### config.mk
export PLATFORM = sky130hd
export DESIGN_NAME = cau_top
export DESIGN_NICKNAME = d
export VERILOG_FILES = /design/src/cau_pkg.sv /design/src/cau_pair_buf.sv /design/src/cau_top.sv
export VERILOG_INCLUDE_DIRS = /design/src
export SDC_FILE = /design/constraint.sdc
export NUM_CORES = 1
export LEC_CHECK = 0
export ABC_AREA = 1
export BUFFER_PORTS_ARGS = -buffer_cell sky130_fd_sc_hd__buf_2
export CORE_UTILIZATION = 50
export CTS_CLUSTER_SIZE = 24
export DETAILED_ROUTE_END_ITERATION = 12
export PLACE_DENSITY_LB_ADDON = 0.05
export SETUP_SLACK_MARGIN = 0.05
export SYNTH_ARGS = -nofsm -noshare
export SYNTH_HDL_FRONTEND = slang
export SYNTH_HIERARCHICAL = 1
export SYNTH_SLANG_ARGS = --single-unit
### constraint.sdc
create_clock -name i_clk -period 1.29 [get_ports i_clk]
set_input_delay 0.0645 -clock i_clk [delete_from_list [all_inputs] [get_ports i_clk]]
set_output_delay 0.0645 -clock i_clk [all_outputs]
set_load 0.02 [all_outputs]
### src/cau_cfg.svh
// Constants for the coax attachment unit control logic.
// Assumes a 40 MHz system clock and a 10 Mb/s trunk, so four clocks per cell.
// Notes on behaviour
// - At frame start no more than two outbound cells are dropped.
// - First medium bit may be malformed; later cells carry outbound data.
// - Outbound-to-medium latency stays under half a bit cell.
// - Transmit path never inverts polarity.
// - Outbound idle starts alarm test after 0.6-1.6 us for 10 cells.
// - At receive start no more than five cells are dropped.
// - Second and later inbound cells reproduce valid medium data.
// - Medium-to-inbound latency under half a cell, no inversion.
// - Transmit and receive paths run at the same time.
// - Without a collision, alarm test or jabber the indication pair stays quiet.
// - Collision drives a bit-rate square wave, duty within 40/60.
// - While sending, collision wave appears within nine bit times.
// - Never alarm with one or no transmitter on the medium.
// - Idle: may flag two others, must flag more; sending: flag any second.
// - Isolate command disables the transmitter within 20 ms.
// - Isolate leaves receive and collision paths working.
// - Jabber window 20-150 ms from output activity; then output blocked.
// - Jabber cut-off raises the collision indication.
// - Without monitor, jabber clears on reset or after 0.5 s.
// - With monitor, jabber clears only through monitor commands; the code also clears it on reset.
// - Every detected error drives the collision wave toward the station.
`ifndef CAU_CFG_SVH
`define CAU_CFG_SVH

`define CAU_CLK_MHZ 40
`define CAU_CLKS_PER_BIT 4
`define CAU_SQE_MIN_NS 600
`define CAU_SQE_MAX_NS 1600
`define CAU_SQE_MIN_CYC ((`CAU_SQE_MIN_NS * `CAU_CLK_MHZ + 999) / 1000)
`define CAU_SQE_MAX_CYC ((`CAU_SQE_MAX_NS * `CAU_CLK_MHZ) / 1000)
`define CAU_SQE_DLY_CYC ((`CAU_SQE_MIN_CYC + `CAU_SQE_MAX_CYC) / 2)
`define CAU_SQE_TEST_BITS 10
`define CAU_SQE_TEST_CYC (`CAU_SQE_TEST_BITS * `CAU_CLKS_PER_BIT)
`define CAU_ISO_QUIET_CYC 8
`define CAU_JAB_MIN_MS 20
`define CAU_JAB_CYC (`CAU_JAB_MIN_MS * `CAU_CLK_MHZ * 1000)
`define CAU_UNJAB_MS 500
`define CAU_UNJAB_CYC (`CAU_UNJAB_MS * `CAU_CLK_MHZ * 1000)
`define CAU_BUF_DEPTH 2

`endif

### src/cau_pkg.sv
// Types shared by the coax attachment unit control logic.
// Assumes nothing beyond a SystemVerilog compiler.
package cau_pkg;

  // One sampled line: activity (not idle) and the data level.
  typedef struct packed {
    logic active;
    logic data;
  } cau_line_type;

  // Transmitter count estimated from the trunk level comparators.
  typedef enum logic [1:0] {
    LVL_NONE,
    LVL_ONE,
    LVL_TWO,
    LVL_MANY
  } cau_level_type;

  typedef enum logic [1:0] {
    SQE_IDLE,
    SQE_SEND,
    SQE_WAIT,
    SQE_TEST
  } cau_sqe_state_type;

endpackage

### src/cau_pair_buf.sv
// Small first-in first-out buffer for the inbound line samples.
// Assumes one clock and a synchronous active-high reset.
`timescale 1ns/1ps
`default_nettype none

module cau_pair_buf #(
  parameter int WIDTH = 2,
  parameter int DEPTH = 2
) (
  input wire logic i_clk,
  input wire logic i_srst,
  input wire logic i_in_valid,
  output logic o_in_ready,
  input wire logic [WIDTH-1:0] i_in_data,
  output logic o_out_valid,
  input wire logic i_out_ready,
  output logic [WIDTH-1:0] o_out_data
);

  localparam int AW = (DEPTH > 2) ? $clog2(DEPTH) : 1;

  logic [AW-1:0] wr_ff;
  logic [AW-1:0] rd_ff;
  logic [AW:0] cnt_ff;
  logic [DEPTH*WIDTH-1:0] flat;
  logic push;
  logic pop;

  if (DEPTH < 2 || WIDTH < 1) begin : g_bad
    $error("cau_pair_buf needs DEPTH >= 2 and WIDTH >= 1");
  end

  // A pop in the same cycle frees a slot, so a full buffer still accepts.
  assign o_out_valid = (cnt_ff != '0);
  assign o_in_ready = (cnt_ff != (AW+1)'(DEPTH)) || i_out_ready;
  assign push = i_in_valid && o_in_ready;
  assign pop = o_out_valid && i_out_ready;
  assign o_out_data = flat[int'(rd_ff)*WIDTH +: WIDTH];

  for (genvar g = 0; g < DEPTH; g++) begin : g_ent
    logic [WIDTH-1:0] ent_ff;
    always_ff @(posedge i_clk) begin
      if (i_srst) begin
        ent_ff <= '0;
      end else if (push && wr_ff == AW'(g)) begin
        ent_ff <= i_in_data;
      end
    end
    assign flat[g*WIDTH +: WIDTH] = ent_ff;
  end

  always_ff @(posedge i_clk) begin
    if (i_srst) begin
      wr_ff <= '0;
      rd_ff <= '0;
      cnt_ff <= '0;
    end else begin
      if (push) begin
        wr_ff <= (wr_ff == AW'(DEPTH-1)) ? '0 : wr_ff + 1'b1;
      end
      if (pop) begin
        rd_ff <= (rd_ff == AW'(DEPTH-1)) ? '0 : rd_ff + 1'b1;
      end
      if (push && !pop) begin
        cnt_ff <= cnt_ff + 1'b1;
      end else if (pop && !push) begin
        cnt_ff <= cnt_ff - 1'b1;
      end
    end
  end

endmodule // cau_pair_buf

`default_nettype wire

### src/cau_top.sv
// Functional logic of a coax trunk attachment unit: transmit, receive,
// collision alarm, post-frame alarm test, isolate and jabber cut-off.
// Assumes all inputs are synchronous to i_clk and the analog front end
// reports the trunk level as an estimated number of transmitters.
`timescale 1ns/1ps
`default_nettype none
`include "cau_cfg.svh"

module cau_top #(
  parameter int JABBER_CYCLES = `CAU_JAB_CYC,
  parameter int UNJAB_CYCLES = `CAU_UNJAB_CYC,
  parameter bit HAS_MONITOR = 1'b1,
  parameter bit FLAG_TWO_OTHERS = 1'b0,
  parameter int BUF_DEPTH = `CAU_BUF_DEPTH
) (
  input wire logic i_clk,
  input wire logic i_srst,
  input wire cau_pkg::cau_line_type i_outbound_pair,
  input wire cau_pkg::cau_line_type i_medium_rx,
  input wire cau_pkg::cau_level_type i_medium_level,
  input wire logic i_host_command_pair,
  input wire logic i_inbound_ready,
  output logic o_medium_ready,
  output cau_pkg::cau_line_type o_inbound_pair,
  output logic o_inbound_valid,
  output logic o_medium_tx,
  output logic o_medium_drive_en,
  output logic o_collision_indication_pair,
  output logic o_isolated,
  output logic o_jabber
);

  localparam int JW = $clog2(JABBER_CYCLES + 1);
  localparam int UW = $clog2(UNJAB_CYCLES + 1);
  localparam int LW = $bits(cau_pkg::cau_line_type);

  if (JABBER_CYCLES < 1 || UNJAB_CYCLES < 1 || BUF_DEPTH < 2) begin : g_bad
    $error("cau_top: counts must be positive and BUF_DEPTH at least 2");
  end

  logic tx_active;
  logic cmd_prev_ff;
  logic [3:0] quiet_cnt_ff;
  logic isolate_ff;
  logic iso_exit;
  logic [JW-1:0] jab_cnt_ff;
  logic jab_ff;
  logic [UW-1:0] unjab_cnt_ff;
  logic jab_clear;
  logic tx_data_ff;
  logic drive_ff;
  cau_pkg::cau_sqe_state_type sqe_st_ff;
  logic [7:0] sqe_cnt_ff;
  logic coll_now;
  logic coll_ff;
  logic alarm;
  logic [1:0] ph_ff;
  logic cip_ff;
  logic [LW-1:0] buf_out;

  assign tx_active = i_outbound_pair.active;

  // ---------------------------------------------------------------------
  // Isolate command sensing
  // ---------------------------------------------------------------------
  // The station toggles the command pair at the bit rate to isolate; a
  // few quiet clocks mean it has returned to the quiet line state.
  always_ff @(posedge i_clk) begin
    if (i_srst) begin
      cmd_prev_ff <= 1'b0;
    end else begin
      cmd_prev_ff <= i_host_command_pair;
    end
  end

  always_ff @(posedge i_clk) begin
    if (i_srst) begin
      quiet_cnt_ff <= '0;
      isolate_ff <= 1'b0;
    end else if (!HAS_MONITOR) begin
      isolate_ff <= 1'b0;
    end else if (i_host_command_pair != cmd_prev_ff) begin
      quiet_cnt_ff <= '0;
      isolate_ff <= 1'b1;
    end else if (quiet_cnt_ff == 4'(`CAU_ISO_QUIET_CYC - 1)) begin
      isolate_ff <= 1'b0;
    end else begin
      quiet_cnt_ff <= quiet_cnt_ff + 1'b1;
    end
  end

  assign iso_exit = isolate_ff && (i_host_command_pair == cmd_prev_ff) &&
                    (quiet_cnt_ff == 4'(`CAU_ISO_QUIET_CYC - 1));

  // ---------------------------------------------------------------------
  // Jabber timer
  // ---------------------------------------------------------------------
  // Only outbound activity runs the timer; idle restarts it from zero.
  always_ff @(posedge i_clk) begin
    if (i_srst || !tx_active) begin
      jab_cnt_ff <= '0;
    end else if (!jab_ff && jab_cnt_ff != JW'(JABBER_CYCLES)) begin
      jab_cnt_ff <= jab_cnt_ff + 1'b1;
    end
  end

  // With a monitor the latch clears only on reset or when isolation is released,
  // so short of a reset the station must run the isolate sequence to recover a jabbering unit.
  assign jab_clear = HAS_MONITOR ? iso_exit :
                     (unjab_cnt_ff == UW'(UNJAB_CYCLES - 1));

  always_ff @(posedge i_clk) begin
    if (i_srst) begin
      jab_ff <= 1'b0;
    end else if (tx_active && !jab_ff &&
                 jab_cnt_ff == JW'(JABBER_CYCLES - 1)) begin
      jab_ff <= 1'b1;
    end else if (jab_clear) begin
      jab_ff <= 1'b0;
    end
  end

  always_ff @(posedge i_clk) begin
    if (i_srst || !jab_ff || HAS_MONITOR) begin
      unjab_cnt_ff <= '0;
    end else begin
      unjab_cnt_ff <= unjab_cnt_ff + 1'b1;
    end
  end

  // ---------------------------------------------------------------------
  // Transmit path
  // ---------------------------------------------------------------------
  // One register stage: 25 ns, no cells dropped, no inversion.
  always_ff @(posedge i_clk) begin
    if (i_srst) begin
      tx_data_ff <= 1'b0;
      drive_ff <= 1'b0;
    end else begin
      tx_data_ff <= i_outbound_pair.data;
      drive_ff <= tx_active && !isolate_ff && !jab_ff;
    end
  end

  assign o_medium_tx = tx_data_ff;
  assign o_medium_drive_en = drive_ff;

  // ---------------------------------------------------------------------
  // Post-frame alarm test
  // ---------------------------------------------------------------------
  always_ff @(posedge i_clk) begin
    if (i_srst) begin
      sqe_st_ff <= cau_pkg::SQE_IDLE;
      sqe_cnt_ff <= '0;
    end else begin
      case (sqe_st_ff)
        cau_pkg::SQE_IDLE: begin
          if (tx_active) begin
            sqe_st_ff <= cau_pkg::SQE_SEND;
          end
        end
        cau_pkg::SQE_SEND: begin
          if (!tx_active) begin
            sqe_st_ff <= cau_pkg::SQE_WAIT;
            sqe_cnt_ff <= '0;
          end
        end
        cau_pkg::SQE_WAIT: begin
          if (sqe_cnt_ff == 8'(`CAU_SQE_DLY_CYC - 1)) begin
            sqe_st_ff <= cau_pkg::SQE_TEST;
            sqe_cnt_ff <= '0;
          end else begin
            sqe_cnt_ff <= sqe_cnt_ff + 1'b1;
          end
        end
        cau_pkg::SQE_TEST: begin
          if (sqe_cnt_ff == 8'(`CAU_SQE_TEST_CYC - 1)) begin
            sqe_st_ff <= cau_pkg::SQE_IDLE;
            sqe_cnt_ff <= '0;
          end else begin
            sqe_cnt_ff <= sqe_cnt_ff + 1'b1;
          end
        end
        default: begin
          sqe_st_ff <= cau_pkg::SQE_IDLE;
        end
      endcase
    end
  end

  // ---------------------------------------------------------------------
  // Collision detection and indication
  // ---------------------------------------------------------------------
  // Our own frame counts as one transmitter, so two on the trunk is a
  // collision while we send, and while idle only with FLAG_TWO_OTHERS.
  // Isolation does not touch this path.
  always_comb begin
    if (tx_active) begin
      coll_now = (i_medium_level == cau_pkg::LVL_TWO) ||
                 (i_medium_level == cau_pkg::LVL_MANY);
    end else begin
      coll_now = (i_medium_level == cau_pkg::LVL_MANY) ||
                 (FLAG_TWO_OTHERS && i_medium_level == cau_pkg::LVL_TWO);
    end
  end

  always_ff @(posedge i_clk) begin
    if (i_srst) begin
      coll_ff <= 1'b0;
    end else begin
      coll_ff <= coll_now;
    end
  end

  assign alarm = coll_ff || jab_ff || (sqe_st_ff == cau_pkg::SQE_TEST);

  // Free-running phase; a wave period of four clocks is exactly the bit
  // rate with a 50/50 duty, well inside the allowed spread.
  always_ff @(posedge i_clk) begin
    if (i_srst) begin
      ph_ff <= '0;
    end else begin
      ph_ff <= ph_ff + 1'b1;
    end
  end

  always_ff @(posedge i_clk) begin
    if (i_srst) begin
      cip_ff <= 1'b0;
    end else begin
      cip_ff <= alarm & ph_ff[1];
    end
  end

  assign o_collision_indication_pair = cip_ff;
  assign o_isolated = isolate_ff;
  assign o_jabber = jab_ff;

  // ---------------------------------------------------------------------
  // Receive path
  // ---------------------------------------------------------------------
  // Every medium sample enters the buffer unless it is full and the station
  // is not ready; our own frame is included, so the station sees its own
  // transmission echoed back.
  cau_pair_buf #(
    .WIDTH(LW),
    .DEPTH(BUF_DEPTH)
  ) u_rx_buf (
    .i_clk(i_clk),
    .i_srst(i_srst),
    .i_in_valid(1'b1),
    .o_in_ready(o_medium_ready),
    .i_in_data(i_medium_rx),
    .o_out_valid(o_inbound_valid),
    .i_out_ready(i_inbound_ready),
    .o_out_data(buf_out)
  );

  assign o_inbound_pair = cau_pkg::cau_line_type'(buf_out);
endmodule // cau_top

`default_nettype wire

### Word-level counts from Yosys, hierarchy flattened

Cells that the tools add are included.

| word-level totals | value |
|---|---|
| flip-flop bits (word level) | 51 |
| memory bits (read-only) | 0 |
| input bits | 10 |
| bits in latches | 0 |
| word-level logic and storage cells | 94 |
| output and inout port bits | 9 |
| memory bits (writable) | 0 |
| memories kept | 0 |

| operators by class | value |
|---|---|
| reductions and logical operators | 31 |
| shift-type cells | 1 |
| order comparisons | 0 |
| add/subtract/negate cells | 8 |
| multiplexer cells | 18 |
| equal/unequal tests | 17 |
| div/mod/pow operators | 0 |
| $mul | 0 |
| bitwise operators | 2 |

Operators with widths:

| cell | number |
|---|---|
| $mux W8 | 3 |
| $pmux W8 S3 | 1 |
| $add A20 B1 Y20 const B | 1 |
| $eq A20 B20 Y1 const B | 1 |
| $ne A20 B20 Y1 const B | 1 |
| $eq A8 B6 Y1 const B | 2 |
| $logic_and A1 B1 Y1 | 12 |
| $mux W2 | 6 |
| $ne A2 B2 Y1 const B | 5 |
| $add A8 B1 Y8 const B | 1 |
| $eq A2 B2 Y1 const B | 4 |
| $pmux W2 S4 | 1 |
| $reduce_bool A2 Y1 | 4 |
| $mux W1 | 7 |
| $logic_not A1 Y1 | 5 |
| $logic_or A1 B1 Y1 | 5 |
| $add A2 B1 Y2 const B | 2 |
| $add A4 B1 Y4 const B | 1 |
| $eq A4 B3 Y1 const B | 1 |
| $reduce_and A4 Y1 | 1 |
| $shiftx A4 B3 Y2 | 1 |
| $reduce_bool A3 Y1 | 1 |
| $add A1 B1 Y1 const B | 2 |
| $eq A2 B1 Y1 const B | 1 |
| 8 further kinds | 8 |

### Longest topological paths before layout

Gate-level depths: netlist (run 1).

| depth | value |
|---|---|
| word-level depth | 6 |
| depth in mapped cells | 11 |
| mapped depth without buffers | 11 |

### Modules after synthesis

Netlist (run 1), hierarchy kept.

Modules (own cells, without submodules):

| module | area an instance (µm²) | instances | cells an instance | seq. area each (µm²) |
|---|---|---|---|---|
| cau_top | 2312.2 | 1 | 341 | 860.8 |
| cau_pair_buf | 444.2 | 1 | 67 | 160.2 |

### Worst setup path before layout (run 1)

OpenSTA, ideal clock, no wires.

| timing path | value |
|---|---|
| path type | register to register |
| from | reg jab_cnt_ff[0] |
| to | reg jab_cnt_ff[11] |
| stages on the path, launching flop included | 11 |
| buffers on the path | 1 |
| data required time | 1.158 ns |
| setup time | 0.132 ns |
| clock period less this slack | 1.415 ns |
| arrival | 1.283 ns |
| path slack | -0.125 ns |
| cell sequence | dfxtp_1 -> inv_1 -> ha_1 -> nand2_1 -> nor2_1 -> nand3_2 -> nand2_4 -> inv_2 -> buf_2 -> nand2_1 -> a21oi_1 |

| on the way | value |
|---|---|
| word-level cells in the longest chain between the ends | 2 |
| elaborated cells between the ends (all ways) | 3 |
| those cells by class | 1 x add/sub; 1 x eq/ne; 1 x reduce/logical |

Ends and longest elaborated chain:

| what | RTL line | RTL |
|---|---|---|
| start, declared | cau_top.sv:46 | `logic [JW-1:0] jab_cnt_ff;` |
| start signal, assigned | cau_top.sv:103 | `jab_cnt_ff <= jab_cnt_ff + 1'b1;` |
| branches (longest 2 deep; another with $add A20 B1 Y20) | n/a |  |

Several ways; the timed one is not identified.
A chain may end at the register's enable or synchronous reset.

### Final worst setup path (run 1)

| timing path | value |
|---|---|
| from | reg jab_cnt_ff[0] |
| to | reg jab_cnt_ff[7] |

The elaborated chain is that of the path after synthesis.

==> results of run 1 <==
[state kept, by name (all words and copies together) (netlist names)]
signal,flops
u_rx_buf/cnt_ff,2
ph_ff,2
jab_cnt_ff,20
cmd_prev_ff,1
u_rx_buf/g_ent.ent_ff,4
quiet_cnt_ff,4
o_jabber,1
sqe_st_ff,2
coll_ff,1
o_medium_tx,1
o_collision_indication_pair,1
u_rx_buf/rd_ff,1
sqe_cnt_ff,8
u_rx_buf/wr_ff,1
o_medium_drive_en,1
o_isolated,1
[what timing repair did]
item,CTS,global route
gates resized for setup,55,77
pin swaps,11,29
setup buffers,4,6
hold buffers,3,0
hold endpoints to repair,3,0
setup endpoints to repair,33,37
[area by class of cell]
cell class,instances,area share
multi-input combinational,295,0.457
sequential,51,0.262
timing repair buffer,86,0.162
inverter,62,0.0627
tap,70,0.0215
clock inverter,3,0.0175
clock buffer,5,0.0169
[final timing paths]
path         cells past startpoint            end         startpoint  slack, ns
min reg2reg                      1       ph_ff[0]           ph_ff[0]       0.44
max reg2reg                      9  jab_cnt_ff[7]      jab_cnt_ff[0]      -0.08
max                              9  jab_cnt_ff[7]      jab_cnt_ff[0]      -0.08
min                              3        coll_ff  i_medium_level[0]       0.02
[power by group]
part	total [mW]	internal (mW)	switching, mW
logic	1.65	0.711	0.942
clock network	1.36	0.788	0.576
registers	1.80	1.70	0.103
total	4.82	3.20	1.62
[cells in the mapped netlist (3+ instances only)]
library cell  count
a21oi_1          26
nand2_2           3
nand4_1           7
nor3_1            8
inv_2             3
xnor2_1           6
o21ai_0          10
clkbuf_1          3
nor2_1           52
nand2_1         105
inv_1            58
dfxtp_1          51
nor2_2            7
nand3_1          26
xor2_1           10
o21ai_1           7
ha_1              9
[placed cells by master, fill, tap and decap left out, drive strengths merged]
cell type	n
a21oi	26
xor2	10
bufinv	2
clkbuf	5
conb	7
o21bai	2
nand3	30
xnor2	6
ha	9
a31oi	1
o21ai	17
nand2	109
inv	62
clkinv	1
nor3	9
dlygate4sd3	3
nand3b	1
nor2	60
nand4	7
buf	83
dfxtp	51
o311a	1
[critical path, stage by stage (launching register included)]
cell     delay (ns)
dfxtp_4        0.38
inv_4          0.08
ha_4           0.12
nand2_2        0.04
nor2_2         0.10
nand3_2        0.10
nand2_4        0.14
buf_12         0.15
nand2_1        0.07
a21oi_2        0.13
[per-layer routing]
| metal | wire length [um] | vias to the layer above | global-route usage |
|---|---|---|---|
| li1 | - | 1466 | - |
| met1 | 3070 | 1306 | 0.291 |
| met2 | 3490 | 47 | 0.399 |
| met3 | 184 | 6 | 0.0347 |
| met4 | 70 | 0 | 0.0538 |
| met5 | 0 | - | 0 |
[stage by stage]
stage / TNS [ns] / hold WS [ns] / area, um2
after floorplan: -0.0717 / 0.134 / 2850
after global placement: -0.990 / 0.270 / 3410
after detailed placement: -1.79 / 0.281 / 3410
after CTS: -0.794 / 0.00797 / 3750
after global routing: -3.86 / 0.0289 / 4070
final: -1.33 / 0.0231 / 4070
[logic make-up after synthesis]
kind of cell,after synthesis
DFF,51
AOI/OAI and AO/OA,47
and+or+nand+nor,216
other,1
xor gates and xnor gates,16
buffers and inverters,68
adders and majority gates,9
==> flow_summary_export.csv, run 1 <==
group,metric,value,unit
run_status,run_status,"complete, but fails checks",
run_status,violations,"negative setup slack",
cts,ctsRootBufferMaster,"clkbuf_8",
timing,hold_violations,0,
die,floorplan.die_area,5810,um2
die,coreArea,5200,um2
critical_path,critPathRequiredTime,1.53,ns
cells_and_area,layout.nets,520,
timing,worst_slack,-0.0830,ns
cts,cts_num_sinks,51,
synthesis,yosys-top-cells-area,"dfxtp_1 37%, nand2_1 14%, inv_1 7.9%",
worst_hold_path,worstHoldPathType,"primary input to register",
placed_design,numPortBuffers,18,
critical_path,startpoint_type,"register",
timing,slew_headroom,0.632,
global_route,grt_start_max_net_pins,18,
timing,fmax,728,MHz
cells_and_area,areaGrowthSynthToFinish,47.8,%
cts,cts_tree,"yes",
synthesis,syn_avg_cell_area,6.76,um2
synthesis,yosys.area.top_type_share,0.370,
die,ios,19,
timing,skew,0.00830,ns
synthesis,synth-xor-area-share,0.0508,
die,die_h,76.3,um
drt,drt_iter0_markers,114,
synthesis,yosysTopAreaCell,"dfxtp_1",
synthesis,yosys.cell_types.count,30,
synthesis,postSynthCellCount,408,
placed_design,placed_cells,551,
global_route,grt_pass1_vias,2629,
synthesis,synth_warnings,6,
power,irDropWorstVdd,1.26,mV
critical_path,critPathMaxFanout,12,
synthesis,yosys.area_share.simple,0.349,
cts,numCtsBuffers,5,
placed_design,gp_congestion,0.869,
timing,period_share,1.06,
drt,wl_per_cell,11.9,um
placed_design,dpl.hpwl,4490,um
critical_path,critPathCaptureType,"register",
global_route,grt_pass1_wl,11000,um
cells_and_area,multi_input_area,1860,um2
die,placementRows,26,
power,p_leak,1.69,nW
global_route,track_usage,0.227,
synthesis,synth_top_family_by_area,"simple AND/OR/NAND/NOR gates",
run,cap_violations,0,
timing,finalSetupViolCount,25,
cts,clk_transition_reported_paths,0.10,ns
cells_and_area,post-route-util,0.783,
critical_path,criticalPathCategory,"register to register",
cts,htree_levels,2,
placed_design,dp_worst_setup_slack,-0.128,ns
synthesis,synthArstFlopShare,0,
cells_and_area,fin_cells,572,
drt,vias_per_cell,4.94,
cells_and_area,drive_above_1_share,0.418,
global_route,antenna_found_initial,0,
cts,cts_buffer_depth,2,
cells_and_area,num-fill-cells,388,
synthesis,yosys_register_bits,51,
die,die_w,76.3,um
synthesis,synthMuxAreaShare,0,
cells_and_area,ff_latch_area,1070,um2
timing,period_needed,1.37,ns
cells_and_area,diodes,0,
synthesis,synth_compound_area_frac,0.0894,
timing,slew_viol_final,0,
drt,dr.pass1.iters,4,
die,initial_core_util,0.530,
timing,rsz0062_at_grt,"yes",
power,p_per_area,1180,nW/um2
timing,worstMarginPinSlew,0.552,ns
synthesis,synth_edf_count,0,
synthesis,synth_area,2760,um2
drt,routed_wl,6820,um
synthesis,synth_seq_area_share,0.370,
synthesis,synth_fa_ha_area_frac,0.0409,
drt,drc,0,
global_route,grt-ovfl-total,0,
power,finalPower,4.82,mW
synthesis,synth_ff_type,"dfxtp_1",
drt,vias,2825,
drt,antenna_left,0,
critical_path,worstPathArrival,1.61,ns
cts,worstSkewPairLatency,0.30,ns
(Power assumes the default switching activity.)
==> inputs of run 2 (changes only) <==
--- a/config.mk
+++ b/config.mk
@@ -8,10 +8,11 @@
 export LEC_CHECK = 0
 export ABC_AREA = 1
 export BUFFER_PORTS_ARGS = -buffer_cell sky130_fd_sc_hd__buf_2
-export CORE_UTILIZATION = 50
+export CORE_UTILIZATION = 40
 export CTS_CLUSTER_SIZE = 24
 export DETAILED_ROUTE_END_ITERATION = 12
 export PLACE_DENSITY_LB_ADDON = 0.05
+export RECOVER_POWER = 50
 export SETUP_SLACK_MARGIN = 0.05
 export SYNTH_ARGS = -nofsm -noshare
 export SYNTH_HDL_FRONTEND = slang
==> flow_summary_export.csv, run 2 (synthesized netlist as in run 1, its figures left out) <==
group,metric,value,unit
run_status,run_status,"complete, but fails checks",
run_status,violations,"negative setup slack",
die,floorplan.die_area,7230,um2
cells_and_area,mostFrequentLayoutCell,"nand2_1",
global_route,grt_pass1_vias,2571,
worst_hold_path,hp-start,"i_medium_level[0]",
critical_path,critPathMaxFanout,6,
critical_path,critPathRequiredTime,1.52,ns
cts,numCtsBuffers,5,
cells_and_area,ff_latch_area,1070,um2
die,die_h,85.0,um
cells_and_area,diodes,0,
timing,hold_violations,0,
cells_and_area,areaGrowthSynthToFinish,52.1,%
timing,period_needed,1.41,ns
global_route,antenna_found_initial,0,
drt,vias_per_cell,4.73,
cts,htree_levels,2,
die,initial_core_util,0.424,
critical_path,critPathCaptureType,"register",
drt,routed_wl,7050,um
global_route,track_usage,0.190,
cells_and_area,fin_cells,595,
timing,finalSetupViolCount,24,
drt,highest_layer,"met4",
cts,cts_num_sinks,51,
cts,clk_transition_reported_paths,0.09,ns
cells_and_area,final_cell_mix,"82 x nand2_1, 66 x buf_4, 44 x inv_1, 41 x nor2_1, 27 x dfxtp_1",
critical_path,r2r_end,"jab_cnt_ff[4]",
die,coreArea,6490,um2
cells_and_area,num-fill-cells,607,
global_route,grt_pass1_wl,11000,um
drt,drc,0,
drt,wl_per_cell,11.8,um
timing,fin_setup_tns,-1.92,ns
critical_path,worstPathArrival,1.64,ns
die,ios,19,
drt,wl_met1,3490,um
cells_and_area,layout.nets,537,
cts,worstSkewPairLatency,0.30,ns
cells_and_area,drive_above_1_share,0.432,
timing,rsz0062_at_grt,"yes",
critical_path,startpoint_type,"register",
cells_and_area,largest_register,"jab_cnt_ff",
critical_path,reg2reg_depth,9,
power,p_per_area,1090,nW/um2
power,irDropWorstVdd,1.02,mV
cells_and_area,multi_input_area,1910,um2
timing,fmax,710,MHz
worst_hold_path,hold_path_depth,3,
drt,dr.pass1.iters,4,
timing,period_share,1.09,
critical_path,criticalPathCategory,"register to register",
global_route,grt_start_max_net_pins,15,
run,cap_violations,0,
die,placementRows,29,
cells_and_area,reg.largest.list,"jab_cnt_ff: 20 flops, sqe_cnt_ff: 8 flops",
power,p_leak,1.74,nW
timing,slew_headroom,0.653,
placed_design,dpl.hpwl,4720,um
placed_design,placed_cells,571,
cts,ctsRootBufferMaster,"clkbuf_8",
placed_design,numPortBuffers,18,
worst_hold_path,worstHoldPathType,"primary input to register",
critical_path,regToRegSetupSlack,-0.12,ns
timing,worst_slack,-0.118,ns
drt,drt_iter0_markers,53,
cts,cts_tree,"yes",
global_route,grt-ovfl-total,0,
cts,cts_buffer_depth,2,
timing,fin_hold_ws,0.0132,ns
placed_design,gp_congestion,0.838,
timing,skew,0.00267,ns
timing,slew_viol_final,0,
drt,antenna_left,0,
drt,wl_met2,3320,um
cells_and_area,largest_reg_flops,20,
drt,vias,2817,
drt,wl_met3,162,um
worst_hold_path,min_to,"coll_ff",
die,die_w,85.0,um
timing,worstMarginPinSlew,0.520,ns
critical_path,r2r_start,"jab_cnt_ff[0]",
placed_design,dp_worst_setup_slack,-0.160,ns
[run 2: cell count changes in the layout (fill, tap and decap cells not counted), sizes merged]
cell and delta:
buf +9, clkbuf +7, bufinv -2, clkinv +1, dlygate4sd3 +1, inv -1, nand2 +1
[run 2: worst max path at each step]
stage | cells past startpoint | start | end
floorplan | 10 | jab_cnt_ff[0] | jab_cnt_ff[11]
global placement | 10 | jab_cnt_ff[0] | jab_cnt_ff[19]
detailed placement | 9 | jab_cnt_ff[7] | jab_cnt_ff[19]
CTS | 9 | jab_cnt_ff[0] | jab_cnt_ff[11]
global route | 8 | jab_cnt_ff[16] | jab_cnt_ff[17]
finish | 9 | jab_cnt_ff[0] | jab_cnt_ff[4]
[run 2: what timing repair did]
item / 4_1_cts / 5_1_grt
buffers inserted: 4 / 8
pin swaps: 15 / 37
setup endpoints to repair: 33 / 37
cloned: 1 / 0
endpoints found under the hold margin: 4 / 0
resized for setup: 44 / 102
hold buffers: 4 / 0
[run 2: cell type report]
class	count	share of cell area
timing repair buffer	102	0.185
multi-input combinational	296	0.455
tap	77	0.0230
sequential	51	0.254
inverter	62	0.0615
clock buffer	6	0.0197
clock inverter	1	0.00119
[run 2: critical path, cell delays in order (launching register included)]
cell     delay, ns
dfxtp_4       0.37
inv_4         0.07
ha_4          0.14
nand2_4       0.05
nor2_4        0.13
nand3_4       0.12
nand2_8       0.14
buf_6         0.13
nand2_1       0.05
a21oi_1       0.13
[run 2: stage by stage]
stage	total power, mW	instance area (um2)	utilization
floorplan	2.66	2850	-
global placement	3.05	3490	0.538
detailed placement	3.07	3490	0.538
CTS	4.21	3800	0.585
global route	4.91	4190	0.645
finish	4.57	4190	0.645
[run 2: per-layer routing]
layer,vias up,GRT usage
met4,0,0.0601
met5,-,0
li1,1492,-
met3,9,0.0331
met1,1285,0.256
met2,31,0.312
[run 2: power breakdown]
group | internal (mW) | switching [mW] | leakage, nW
combinational | 0.796 | 0.994 | 1.27
sequential | 1.70 | 0.118 | 0.429
clock | 0.423 | 0.535 | 0.0470
total | 2.92 | 1.65 | 1.74
